File: src/verilog/ddsl_pkg.sv
// constants, state and carrier types shared by the serial word loader
package ddsl_pkg;

	// ****************************************
	// widths and limits
	// ****************************************
	localparam int unsigned WORD_W = 16;
	localparam int unsigned TUNE_W = 28;
	localparam int unsigned HALF_W = 14;
	localparam int unsigned PHASE_W = 12;
	localparam int unsigned BITCNT_W = 4;
	localparam int unsigned APB_AW = 8;
	localparam int unsigned APB_DW = 32;
	localparam int unsigned LVL_W = 4;
	localparam int unsigned MCLK_MAX_HZ = 25_000_000;
	localparam int unsigned SCLK_MAX_HZ = 40_000_000;
	localparam logic [BITCNT_W-1:0] LAST_BIT = 4'hf;
	localparam logic [APB_DW-1:0] DATA_ZERO = 32'h0000_0000;

	// ****************************************
	// serial word fields
	// ****************************************
	localparam int unsigned F_DEST_LSB = 14;
	localparam int unsigned F_FULL_LOAD = 13;
	localparam int unsigned F_HLB = 12;
	localparam int unsigned F_FSEL = 11;
	localparam int unsigned F_PSEL = 10;
	localparam int unsigned F_RST = 8;
	localparam int unsigned F_OPBIT = 5;
	localparam int unsigned F_DIV2 = 3;
	localparam int unsigned F_PH_WHICH = 13;
	localparam logic [1:0] DEST_CTRL = 2'h0;
	localparam logic [1:0] DEST_TUNE_A = 2'h1;
	localparam logic [1:0] DEST_TUNE_B = 2'h2;
	localparam logic [1:0] DEST_PHASE = 2'h3;

	// ****************************************
	// register map
	// ****************************************
	localparam logic [APB_AW-1:0] REG_CTRL = 8'h00;
	localparam logic [APB_AW-1:0] REG_STATUS = 8'h04;
	localparam logic [APB_AW-1:0] REG_CFG = 8'h08;
	localparam logic [APB_AW-1:0] REG_TUNE_A = 8'h0c;
	localparam logic [APB_AW-1:0] REG_TUNE_B = 8'h10;
	localparam logic [APB_AW-1:0] REG_PHASE = 8'h14;
	localparam logic [APB_AW-1:0] REG_ACC = 8'h18;
	localparam int unsigned CTRL_HOLD = 0;
	localparam int unsigned CTRL_OVF_CLR = 1;
	localparam int unsigned STAT_OVF = 0;
	localparam int unsigned STAT_BUSY = 1;
	localparam int unsigned STAT_FULL = 2;
	localparam int unsigned STAT_BITS_LSB = 4;
	localparam int unsigned STAT_LVL_LSB = 8;
	localparam int unsigned PHASE_B_LSB = 16;

	// ****************************************
	// types
	// ****************************************
	typedef enum logic {DDSL_LINK_IDLE, DDSL_LINK_SHIFT} ddsl_link_e;

	typedef struct packed {
		logic frame_strobe_n;
		logic serial_clock;
		logic serial_data_in;
	} ddsl_link_s;

	typedef struct packed {
		ddsl_link_e link_st;
		logic [2:0] sclk_sync;
		logic [2:0] fa_sync;
		logic [2:0] sd_sync;
		logic sclk_f;
		logic fa_f;
		logic sd_f;
		logic [WORD_W-1:0] shift;
		logic [BITCNT_W-1:0] bitcnt;
		logic push_v;
		logic [WORD_W-1:0] push_word;
		logic [WORD_W-1:0] ctrl;
		logic [TUNE_W-1:0] tune_a;
		logic [TUNE_W-1:0] tune_b;
		logic [HALF_W-1:0] pend_lo;
		logic pend_v;
		logic [1:0] pend_dest;
		logic [PHASE_W-1:0] phase_a;
		logic [PHASE_W-1:0] phase_b;
		logic [TUNE_W-1:0] acc;
		logic msb_q;
		logic div_q;
		logic wave;
		logic hold;
		logic overflow;
		logic [APB_DW-1:0] prdata;
	} ddsl_core_s;

endpackage
File: src/verilog/ddsl_fifo.sv
// small word fifo with a registered read port
`timescale 1ns/10ps
module ddsl_fifo #(
	parameter int unsigned WIDTH = 16,
	parameter int unsigned DEPTH = 4,
	parameter int unsigned LW = 4
)(
	input wire logic clk_sys,
	input wire logic resetn,
	input wire logic wr_valid,
	output logic wr_ready,
	input wire logic [WIDTH-1:0] wr_data,
	output logic rd_valid,
	input wire logic rd_ready,
	output logic [WIDTH-1:0] rd_data,
	output logic [LW-1:0] level
);
	localparam int unsigned PW = (DEPTH < 2) ? 1 : $clog2(DEPTH);

	typedef struct packed {
		logic [LW-1:0] cnt;
		logic [PW-1:0] wp;
		logic [PW-1:0] rp;
		logic out_v;
		logic [WIDTH-1:0] out_d;
	} ddsl_fifo_s;

	ddsl_fifo_s st;
	ddsl_fifo_s next_st;
	logic [WIDTH-1:0] mem [DEPTH];
	logic push;
	logic pop_out;
	logic load;

	if (DEPTH < 2 || DEPTH + 1 >= (1 << LW))
	begin : g_bad_depth
		$error("fifo depth does not fit its level counter");
	end

	function automatic logic [PW-1:0] step_ptr(input logic [PW-1:0] p);
		step_ptr = (p == PW'(DEPTH - 1)) ? '0 : PW'(p + 1'b1);
	endfunction

	// ****************************************
	// pointer and output stage
	// ****************************************
	always_comb
	begin
		next_st = st;
		wr_ready = (st.cnt != LW'(DEPTH));
		push = wr_valid && wr_ready;
		pop_out = st.out_v && rd_ready;
		load = (!st.out_v || pop_out) && (st.cnt != '0);
		if (push)
		begin
			next_st.wp = step_ptr(st.wp);
		end
		if (load)
		begin
			next_st.rp = step_ptr(st.rp);
			next_st.out_v = 1'b1;
			next_st.out_d = mem[st.rp];
		end
		else if (pop_out)
		begin
			next_st.out_v = 1'b0;
		end
		if (push && !load)
		begin
			next_st.cnt = LW'(st.cnt + 1'b1);
		end
		else if (load && !push)
		begin
			next_st.cnt = LW'(st.cnt - 1'b1);
		end
	end

	always_ff @(posedge clk_sys or negedge resetn)
	begin
		if (!resetn)
		begin
			st <= '0;
		end
		else
		begin
			st <= next_st;
		end
	end

	// storage needs no reset; count guards every read
	always_ff @(posedge clk_sys)
	begin
		if (push)
		begin
			mem[st.wp] <= wr_data;
		end
	end

	assign rd_valid = st.out_v;
	assign rd_data = st.out_d;
	assign level = LW'(st.cnt + {{(LW-1){1'b0}}, st.out_v});

endmodule

File: src/verilog/ddsl_loader.sv
// serial word loader and keyed oscillator core with an apb register slave
//
// Decided for this implementation: the APB slave port and the register addresses.
`timescale 1ns/10ps
module ddsl_loader #(
	parameter int unsigned CLK_SYS_HZ = 20_000_000,
	parameter int unsigned FIFO_DEPTH = 4
)(
	input wire logic clk_sys,
	input wire logic resetn,
	input wire logic [ddsl_pkg::APB_AW-1:0] paddr,
	input wire logic psel,
	input wire logic penable,
	input wire logic pwrite,
	input wire logic [ddsl_pkg::APB_DW-1:0] pwdata,
	output logic [ddsl_pkg::APB_DW-1:0] prdata,
	output logic pready,
	output logic pslverr,
	input wire ddsl_pkg::ddsl_link_s link,
	output logic waveform_out_pin
);
	import ddsl_pkg::*;

	ddsl_core_s st;
	ddsl_core_s next_st;
	logic sclk_fall;
	logic in_frame;
	logic fifo_in_ready;
	logic fifo_out_valid;
	logic [WORD_W-1:0] app_word;
	logic [LVL_W-1:0] fifo_level;
	logic apply;
	logic [1:0] app_dest;
	logic [TUNE_W-1:0] step;
	logic [PHASE_W-1:0] phase_pt;
	logic msb;
	logic access;
	logic addr_ok;
	logic [APB_DW-1:0] rd_mux;

	// ****************************************
	// elaboration checks
	// ****************************************
	if (CLK_SYS_HZ > MCLK_MAX_HZ)
	begin : g_bad_clk
		$error("core clock above the oscillator limit");
	end
	if (FIFO_DEPTH < 2 || FIFO_DEPTH + 1 >= (1 << LVL_W))
	begin : g_bad_fifo
		$error("fifo depth does not fit the status field");
	end
	function automatic logic [TUNE_W-1:0] put_half(
		input logic [TUNE_W-1:0] old,
		input logic [HALF_W-1:0] half,
		input logic hi
	);
		put_half = hi ? {half, old[HALF_W-1:0]} : {old[TUNE_W-1:HALF_W], half};
	endfunction
	// a change counts only when stages two and three agree
	function automatic logic settle(input logic [2:0] s, input logic f);
		settle = (s[1] == s[2]) ? s[2] : f;
	endfunction
	ddsl_fifo #(
		.WIDTH(WORD_W),
		.DEPTH(FIFO_DEPTH),
		.LW(LVL_W)
	) u_fifo (
		.clk_sys(clk_sys),
		.resetn(resetn),
		.wr_valid(st.push_v),
		.wr_ready(fifo_in_ready),
		.wr_data(st.push_word),
		.rd_valid(fifo_out_valid),
		.rd_ready(!st.hold),
		.rd_data(app_word),
		.level(fifo_level)
	);

	always_comb
	begin
		next_st = st;
		// ****************************************
		// pin sampling and serial shifter
		// ****************************************
		// sampled, not clocked by the pin: 40 MHz needs a faster core clock
		next_st.sclk_sync = {st.sclk_sync[1:0], link.serial_clock};
		next_st.fa_sync = {st.fa_sync[1:0], ~link.frame_strobe_n};
		next_st.sd_sync = {st.sd_sync[1:0], link.serial_data_in};
		next_st.sclk_f = settle(st.sclk_sync, st.sclk_f);
		next_st.fa_f = settle(st.fa_sync, st.fa_f);
		next_st.sd_f = settle(st.sd_sync, st.sd_f);
		// edges only, so clock idle level never matters
		sclk_fall = st.sclk_f && !next_st.sclk_f;
		in_frame = st.fa_f;
		next_st.push_v = 1'b0;
		unique case (st.link_st)
			DDSL_LINK_IDLE:
			begin
				next_st.bitcnt = '0;
				if (in_frame)
				begin
					next_st.link_st = DDSL_LINK_SHIFT;
				end
			end
			DDSL_LINK_SHIFT:
			begin
				if (!in_frame)
				begin
					// a short frame drops its partial word
					next_st.link_st = DDSL_LINK_IDLE;
					next_st.bitcnt = '0;
				end
				else if (sclk_fall)
				begin
					next_st.shift = {st.shift[WORD_W-2:0], st.sd_f};
					next_st.bitcnt = BITCNT_W'(st.bitcnt + 1'b1);
					if (st.bitcnt == LAST_BIT)
					begin
						next_st.push_v = 1'b1;
						next_st.push_word = {st.shift[WORD_W-2:0], st.sd_f};
					end
				end
			end
		endcase
		// ****************************************
		// word routing
		// ****************************************
		apply = fifo_out_valid && !st.hold;
		app_dest = app_word[F_DEST_LSB +: 2];
		if (apply)
		begin
			unique case (app_dest)
				DEST_CTRL:
				begin
					next_st.ctrl = app_word;
					next_st.pend_v = 1'b0;
				end
				DEST_TUNE_A, DEST_TUNE_B:
				begin
					if (!st.ctrl[F_FULL_LOAD])
					begin
						if (app_dest == DEST_TUNE_A)
						begin
							next_st.tune_a = put_half(st.tune_a,
								app_word[HALF_W-1:0], st.ctrl[F_HLB]);
						end
						else
						begin
							next_st.tune_b = put_half(st.tune_b,
								app_word[HALF_W-1:0], st.ctrl[F_HLB]);
						end
					end
					else if (st.pend_v && st.pend_dest == app_dest)
					begin
						next_st.pend_v = 1'b0;
						if (app_dest == DEST_TUNE_A)
						begin
							next_st.tune_a = {app_word[HALF_W-1:0], st.pend_lo};
						end
						else
						begin
							next_st.tune_b = {app_word[HALF_W-1:0], st.pend_lo};
						end
					end
					else
					begin
						// another address restarts the pair
						next_st.pend_v = 1'b1;
						next_st.pend_dest = app_dest;
						next_st.pend_lo = app_word[HALF_W-1:0];
					end
				end
				DEST_PHASE:
				begin
					next_st.phase_b = app_word[F_PH_WHICH]
						? app_word[PHASE_W-1:0] : st.phase_b;
					next_st.phase_a = app_word[F_PH_WHICH]
						? st.phase_a : app_word[PHASE_W-1:0];
				end
			endcase
		end
		// ****************************************
		// oscillator core
		// ****************************************
		step = st.ctrl[F_FSEL] ? st.tune_b : st.tune_a;
		phase_pt = PHASE_W'(st.acc[TUNE_W-1 -: PHASE_W]
			+ (st.ctrl[F_PSEL] ? st.phase_b : st.phase_a));
		msb = phase_pt[PHASE_W-1];
		if (st.ctrl[F_RST])
		begin
			next_st.acc = '0;
			next_st.msb_q = 1'b0;
			next_st.div_q = 1'b0;
			next_st.wave = 1'b0;
		end
		else
		begin
			next_st.acc = TUNE_W'(st.acc + step);
			next_st.msb_q = msb;
			if (msb && !st.msb_q)
			begin
				next_st.div_q = !st.div_q;
			end
			// analogue paths are not modelled, pin rests low then
			next_st.wave = st.ctrl[F_OPBIT]
				&& (st.ctrl[F_DIV2] ? msb : st.div_q);
		end
		// ****************************************
		// apb slave
		// ****************************************
		access = psel && penable;
		rd_mux = DATA_ZERO;
		addr_ok = 1'b1;
		unique case ({paddr[APB_AW-1:2], 2'h0})
			REG_CTRL: rd_mux[CTRL_HOLD] = st.hold;
			REG_STATUS:
			begin
				rd_mux[STAT_OVF] = st.overflow;
				rd_mux[STAT_BUSY] = (st.link_st == DDSL_LINK_SHIFT);
				rd_mux[STAT_FULL] = !fifo_in_ready;
				rd_mux[STAT_BITS_LSB +: BITCNT_W] = st.bitcnt;
				rd_mux[STAT_LVL_LSB +: LVL_W] = fifo_level;
			end
			REG_CFG: rd_mux[WORD_W-1:0] = st.ctrl;
			REG_TUNE_A: rd_mux[TUNE_W-1:0] = st.tune_a;
			REG_TUNE_B: rd_mux[TUNE_W-1:0] = st.tune_b;
			REG_PHASE:
			begin
				rd_mux[PHASE_W-1:0] = st.phase_a;
				rd_mux[PHASE_B_LSB +: PHASE_W] = st.phase_b;
			end
			REG_ACC: rd_mux[TUNE_W-1:0] = st.acc;
			default: addr_ok = 1'b0;
		endcase
		if (psel && !penable)
		begin
			next_st.prdata = rd_mux;
		end
		if (access && pwrite && {paddr[APB_AW-1:2], 2'h0} == REG_CTRL)
		begin
			next_st.hold = pwdata[CTRL_HOLD];
			if (pwdata[CTRL_OVF_CLR])
			begin
				next_st.overflow = 1'b0;
			end
		end
		// a lost word outranks a clear in the same cycle
		if (st.push_v && !fifo_in_ready)
		begin
			next_st.overflow = 1'b1;
		end
	end

	always_ff @(posedge clk_sys or negedge resetn)
	begin
		if (!resetn)
		begin
			st <= '0;
		end
		else
		begin
			st <= next_st;
		end
	end

	assign prdata = st.prdata;
	assign pready = 1'b1;
	assign pslverr = access && !addr_ok;
	assign waveform_out_pin = st.wave;
endmodule

File: config.mk
export PLATFORM = sky130hd
export DESIGN_NAME = ddsl_loader
export DESIGN_NICKNAME = d
export VERILOG_FILES = /design/src/verilog/ddsl_pkg.sv /design/src/verilog/ddsl_fifo.sv /design/src/verilog/ddsl_loader.sv
export SDC_FILE = /design/constraint.sdc
export NUM_CORES = 1
export LEC_CHECK = 0
export ABC_AREA = 1
export BUFFER_PORTS_ARGS = -buffer_cell sky130_fd_sc_hd__buf_2
export CAP_MARGIN = 0
export CORE_MARGIN = 8
export CORE_UTILIZATION = 46
export CTS_CLUSTER_SIZE = 30
export DETAILED_ROUTE_END_ITERATION = 6
export PLACE_DENSITY = 0.68
export SYNTH_ARGS = -nofsm -noshare
export SYNTH_HDL_FRONTEND = slang
export SYNTH_HIERARCHICAL = 1
export SYNTH_SLANG_ARGS = --single-unit
File: constraint.sdc
create_clock -name clk_sys -period 3.05 [get_ports clk_sys]
set_input_delay 0.305 -clock clk_sys [delete_from_list [all_inputs] [get_ports clk_sys]]
set_output_delay 0.305 -clock clk_sys [all_outputs]
set_load 0.02 [all_outputs]
==> results of run 1 <==
==> logic make-up after synthesis <==
group / count (synthesis) / share of synthesized area
and+or+nand+nor: 842 / 0.214
AOI/OAI and AO/OA: 363 / 0.126
buffers and inverters: 320 / 0.0966
DFF: 312 / 0.512
adders and majority gates: 56 / 0.0447
xor gates and xnor gates: 8 / 0.00441
other: 2 / 0.000473
muxes: 2 / 0.00142
==> final cells by class <==
type                       instances  share of cell area
clock inverter                    13             0.00997
sequential                       312               0.466
clock buffer                      52              0.0616
tap                              455              0.0326
multi-input combinational       1276               0.357
timing repair buffer              74              0.0287
inverter                         206              0.0443
==> what timing repair did <==
item | CTS | global route
hold endpoints to repair | 67 | 0
endpoints found under the setup margin | 0 | 1
gates resized for setup | 0 | 1
buffers inserted | 0 | 0
hold buffers | 4 | 0
==> power groups by stage <==
stage                     clock network [W]  logic [W]  registers [W]
after detailed placement                  0   0.000281        0.00444
final                               0.00449   0.000278        0.00436
after global placement                    0   0.000274        0.00443
after floorplan                           0   0.000173        0.00441
after CTS                           0.00456   0.000287        0.00436
after global routing                0.00474   0.000318        0.00436
==> per-layer routing <==
layer,vias up,routed length [um],part of all wire,GRT usage
met5,-,0,0,0
met4,0,1420,0.036,0.0770
met3,69,1960,0.049,0.0299
met2,310,18600,0.47,0.320
met1,5873,17800,0.45,0.260
li1,6108,-,-,-
==> how the worst min path moves through the flow <==
| stage | start | endpoint | slack [ps] |
|---|---|---|---|
| 5_1_grt | pwdata[0] | st[33]$_DFFE_PN0P_ | 40 |
| 4_1_cts | pwdata[0] | st[33]$_DFFE_PN0P_ | 10 |
| 3_3_place_gp | resetn | st[43]$_DFF_PN0_ | 310 |
| 6_report | pwdata[0] | st[33]$_DFFE_PN0P_ | 20 |
| 3_5_place_dp | resetn | prdata[11]$_DFFE_PN0P_ | 300 |
| 2_1_floorplan | resetn | in_frame$_DFFE_PN0N_ | 9 |
==> cell usage in the layout (no fill, tap or decap), drive strengths merged, types with 4 or more instances in the layout <==
cell         count
clkinv           8
a31oi            5
a22o             9
inv            208
nand2          632
dlygate4sd3      4
a21oi           79
conb             5
a21boi           7
nand4           13
dfrtp          248
nor2           103
buf             70
edfxtp          64
nand3           81
ha              51
a22oi           11
xor2             4
o21ai          243
nor3             7
xnor2            4
clkbuf          52
==> metrics by stage <==
stage | hold WS, ps | util | area (um^2)
final | 15.3 | 0.509 | 17400
after floorplan | 9.41 | - | 15900
after detailed placement | 304 | 0.471 | 16200
after global routing | 43.5 | 0.509 | 17400
after global placement | 308 | 0.471 | 16200
after CTS | 11.6 | 0.509 | 17400
==> state kept, by name, indices dropped and copies added, names as in the netlist <==
name and cells:
st 187, u_fifo/mem 64, u_fifo/st 8, in_frame 1, u_fifo/rd_data 16, next_st 6
waveform_out_pin 1, u_fifo/rd_valid 1, prdata 28
==> worst max-delay path, stage by stage, from the launching register on <==
cell     delay [ps]
dfrtp_2         540
buf_12          230
o21ai_0         550
ha_1            420
a21oi_1         210
nor2_1           60
nor2_1          100
nand2_1          60
a21oi_1         230
nand3_1         110
nand2_1          70
nor2_1           40
==> results.toml, run 1 <==
[worst_setup_path]
r2r_cells = 11
cp_max_fo = 36
cp-startpoint = "st[173]$_DFFE_PN0P_"
worstSetupPathType = "reg -> reg"
rr_endpoint = "st[62]$_DFF_PN0_"
r2r_setup_slack_ps = 300
critPathRequiredTime_ps = 3470
cp.arrival_ps = 3170
start_kind = "register"
r2r-start = "st[173]$_DFFE_PN0P_"
end_kind = "register"
cp-endpoint = "st[62]$_DFF_PN0_"

[logic_synthesis]
syn_inst = 1905
yosysWarnings = 6
synth.top_cells.by_count = "nand2_1, dfrtp_1, o21ai_0"
yosysTopAreaCell = "dfrtp_1"
yosys.area.top_type_share = 0.391
ys_seq_elements = 312
ys_seq_area_frac = 0.512
async_reset_ff_frac = 0.795
synth_cell_type_count = 50
ys.flop_type = "dfrtp_1"
ys_top_cells_by_area = "dfrtp_1, nand2_1, edfxtp_1"
synth.most_common_cell = "nand2_1"
synth_enable_flop_cells = 64
synth_area_um2 = 15900
synth.avg_cell_area_um2 = 8.33

[floorplanning]
start_util = 0.463
core_area_um2 = 34300
ios = 83
rows = 68
die-width_um = 202
dieArea_um2 = 40700
fp.dieH_um = 202

[pwr]
p_total_w = 0.00913
p_int_w = 0.00711
seqPwrFrac = 0.477
p_leak_nw = 8.44
peakVddDrop_mv = 0.464
clock_power_share = 0.492
combPwrFrac = 0.030
p_per_area_nw_per_um2 = 523
power_switching_w = 0.00202
swShare = 0.221

[flow_run]
drv_cap = 0

[detailed_routing]
drt_pre_antenna_iters = 5
drc_errors = 0
ant_nets = 0
drt-vias-per-instance = 5.18
drtIter0Drc = 1000
dr_total_vias = 12400
wl_per_cell_um = 16.7
wirelength_um = 39800

[clock_network]
cts_sinks = 312
cts_buffer_depth = 3
clkTransAtPathRegs_ps = 60
cts_tree = "yes"
root_buffer = "clkbuf_16"
cts_buffers = 36
clock_latency_ps = 540
cts_htree_levels = 2

[final_layout]
drive_gt1_frac = 0.0905
area_growth_pct = 9.91
fin_nets = 2007
multi_input_area_um2 = 6230
area.sequential_um2 = 8130
fillers = 3204
stdcell_count = 2388
diodes = 0

[timing]
fin_skew_ps = 20.1
worst_pin_slew_ps = 1060
rsz0062_at_grt = "false"
timing.final.ws_setup_ps = 300
finalHoldViolCount = 0
finalCriticalPeriod_ps = 2750
setup_viol = 0
finalMaxSlewViolations = 0
clock.fmax_mhz = 364
finalSetupTns_ps = 0
fin_crit_sh = 0.902
slew_headroom = 0.295

[place]
io_buffers = 45
dp_cells = 2319
dpl_worst_slack_ps = 284
dpl.hpwl_um = 28000
gp_congestion = 0.901

[min_path]
min_path_type = "in -> reg"
holdPathStages = 3

[global_routing]
track_usage = 0.196
grt_overflow = 0
grt_antenna_before_repair = 0
grt_pass1_wl_um = 64200
grt_max_degree = 84
grt_pass1_vias = 11900

[run_status]
status = "finished, final reports clean"
(Power assumes the default switching activity.)
==> run 2: changes to the inputs <==
SETUP_SLACK_MARGIN = 0.1   (was unset)
SYNTH_HIERARCHICAL = unset   (was 1)
==> run 2 against run 1 <==
Net effect:
- cell area shrank 0.37%
- flip-flop and latch count is the same
- clock skew shrank 7.2 ps
- count of clock-buffer cells in the layout shrank 6
- clock power shrank 1%
- via count grew 0.78%
- worst setup slack gained 26 ps
- largest cell class unchanged
- final cell count shrank 1.3%
- core utilization grew 1.1 points
- die area shrank 1.5%
- critical endpoint is now st[46]$_DFF_PN0_
- total power shrank 0.29%
- critical path type unchanged
==> results.toml, run 2 <==
[clock_network]
cts_sinks = 312
cts_buffer_depth = 3
cts_htree_levels = 2
clkTransAtPathRegs_ps = 60
root_buffer = "clkbuf_16"
cts_buffers = 35
clock_latency_ps = 530
cts_tree = "yes"

[global_routing]
use_met3 = 0.0273
grt_pass1_vias = 12200
grt_antenna_before_repair = 0
grt_overflow = 0
grt_util_met1 = 0.259
track_usage = 0.197
met2_usage = 0.323
grt_pass1_wl_um = 64400
grt_most_used_layer = "met2"
grt_max_degree = 81

[floorplanning]
start_util = 0.467
core_area_um2 = 33400
dieArea_um2 = 40100
rows = 67
die-width_um = 200
fp.dieH_um = 200
ios = 83

[final_layout]
final_cell_mix = "nand2_1, o21ai_0, dfrtp_1"
largest_register = "st"
diodes = 0
fin_nets = 1986
fillers = 3054
area_growth_pct = 11.3
final_cell_area_um2 = 17400
drive_gt1_frac = 0.0885
largest_reg_flops = 187
final_common_cell = "nand2_1"

[logic_synthesis]
synth.top_cells.by_count = "nand2_1, o21ai_0, dfrtp_1"
ys_top_cells_by_area = "dfrtp_1, nand2_1, edfxtp_1"
synth.avg_cell_area_um2 = 8.39
ys_seq_area_frac = 0.520
ys_seq_elements = 312
synth_xor_area_frac = 0.00505
async_reset_ff_frac = 0.795
yosysTopAreaCell = "dfrtp_1"
ys.flop_type = "dfrtp_1"
synth_fa_ha_area_frac = 0.0453
synth_enable_flop_cells = 64
synth_area_um2 = 15600
synth-simple-area-share = 0.214
synth_cell_type_count = 55
yosysWarnings = 0
syn_inst = 1862
synth.most_common_cell = "nand2_1"
yosys.area.top_type_share = 0.397
synth_top_family_by_area = "simple AND/OR/NAND/NOR gates"
muxShareOfSynthArea = 0
synth_compound_area_frac = 0.133

[timing]
fin_crit_sh = 0.893
slew_headroom = 0.366
finalHoldViolCount = 0
worst_pin_slew_ps = 948
finalSetupTns_ps = 0
fin_skew_ps = 12.9
finalMaxSlewViolations = 0
rsz0062_at_grt = "false"
setup_viol = 0
clock.fmax_mhz = 367
finalCriticalPeriod_ps = 2720
timing.final.ws_setup_ps = 325

[worst_setup_path]
cp.arrival_ps = 3120
start_kind = "register"
worstSetupPathType = "reg -> reg"
crit_buf_inv = 2
path_cells = "buf_4, o21ai_0, ha_1, nand2_1, inv_1, a21oi_1, nand3_1, o21ai_0, a21oi_1"
critPathRequiredTime_ps = 3450
end_kind = "register"
cp_slowest_cell = "dfrtp_2"
max_stage_delay_ps = 570
cp_max_fo = 21
critPathTopFamily = "compound AO/OA/AOI/OAI gates"

[place]
io_buffers = 45
place_area_um2 = 16100
dpl.hpwl_um = 28400
gp_congestion = 0.926
dpl_worst_slack_ps = 128

[pwr]
seqPwrFrac = 0.477
combPwrFrac = 0.036
peakVddDrop_mv = 0.657
power_switching_w = 0.00202
p_per_area_nw_per_um2 = 524
p_leak_nw = 8.24
swShare = 0.222
p_int_w = 0.00708
p_total_w = 0.00910
clock_power_share = 0.486

[detailed_routing]
ant_nets = 0
drc_errors = 0
dr_total_vias = 12500
drt_pre_antenna_iters = 5
wirelength_um = 40200
drtIter0Drc = 1135
wl_per_cell_um = 17.0
drt-vias-per-instance = 5.28

[min_path]
min_path_type = "in -> reg"

[flow_run]
drv_cap = 0

[run_status]
status = "finished, final reports clean"
run 2: changes by cell type after synthesis, sizes merged, moves of 4 or more:
cell / previous run / this run
a21boi: 7 / 2
o21ai: 243 / 267
nand3b: 0 / 4
clkbuf: 30 / 43
nand2: 632 / 598
nor2: 103 / 135
nand4: 13 / 20
inv: 205 / 192
buf: 84 / 53
nand3: 81 / 43
a22o: 9 / 2
a21oi: 79 / 64
o22ai: 3 / 21
run 2: power groups by stage:
| stage | Clock (W) | Sequential, W | Combinational, W |
|---|---|---|---|
| 4_1_cts | 0.00450 | 0.00435 | 0.000336 |
| 5_1_grt | 0.00467 | 0.00435 | 0.000368 |
| 3_3_place_gp | 0 | 0.00442 | 0.000325 |
| 6_report | 0.00443 | 0.00435 | 0.000332 |
| 3_5_place_dp | 0 | 0.00442 | 0.000331 |
| 2_1_floorplan | 0 | 0.00441 | 0.000174 |
run 2: logic make-up (layout without fill, tap and decap cells):
group | after synthesis | in the layout
xor gates and xnor gates | 9 | 9
other | 2 | 5
DFF | 312 | 312
AOI/OAI and AO/OA | 384 | 384
and+or+nand+nor | 811 | 811
adders and majority gates | 56 | 56
buffers and inverters | 288 | 333
run 2: routing by layer:
layer,wire length (um),part of all wire,vias up
li1,-,-,6068
met1,17600,0.44,5889
met2,18600,0.46,399
met3,2330,0.058,101
met4,1630,0.040,0
met5,0,0,-
run 2: path summary, 6_finish.rpt:
path,start,endpoint,slack (ps),cells after the start
hold / removal,pwdata[0],st[33]$_DFFE_PN0P_,20,3
setup / recovery,st[173]$_DFFE_PN0P_,st[46]$_DFF_PN0_,330,9
min in group asynchronous,resetn,st[38]$_DFF_PN0_,330,2
setup reg to reg,st[173]$_DFFE_PN0P_,st[46]$_DFF_PN0_,330,9
max in group asynchronous,resetn,st[66]$_DFFE_PN0P_,1900,3
hold reg to reg,next_st[225]$_DFF_PN0_,next_st[226]$_DFF_PN0_,350,0
run 2: tightest hold or removal path: stages:
cell,delay (ps)
buf_2,90
inv_1,30
o21ai_0,70
run 2: stage by stage:
stage	util	hold WS [ps]	cells
floorplan	-	9.41	1865
global placement	0.482	322	2290
detailed placement	0.482	316	2290
CTS	0.519	3.37	2356
global route	0.520	36.4	2358
finish	0.520	23.6	2358
run 2: repair_timing:
item | in CTS | in global routing
endpoints found under the setup margin | 1 | 1
endpoints found under the hold margin | 79 | 0
buffers inserted | 0 | 2
hold buffers | 4 | 0
resized for setup | 1 | 1
run 2: area by class of cell:
cell class | instances | area (um^2) | share of cell area
multi-input cells | 1265 | 6230 | 0.358
inverters | 192 | 724 | 0.0417
clock inverters | 16 | 223 | 0.0128
clock buffers | 46 | 982 | 0.0565
flip-flops and latches | 312 | 8130 | 0.468
repair buffers | 79 | 538 | 0.0309
well taps | 448 | 561 | 0.0322
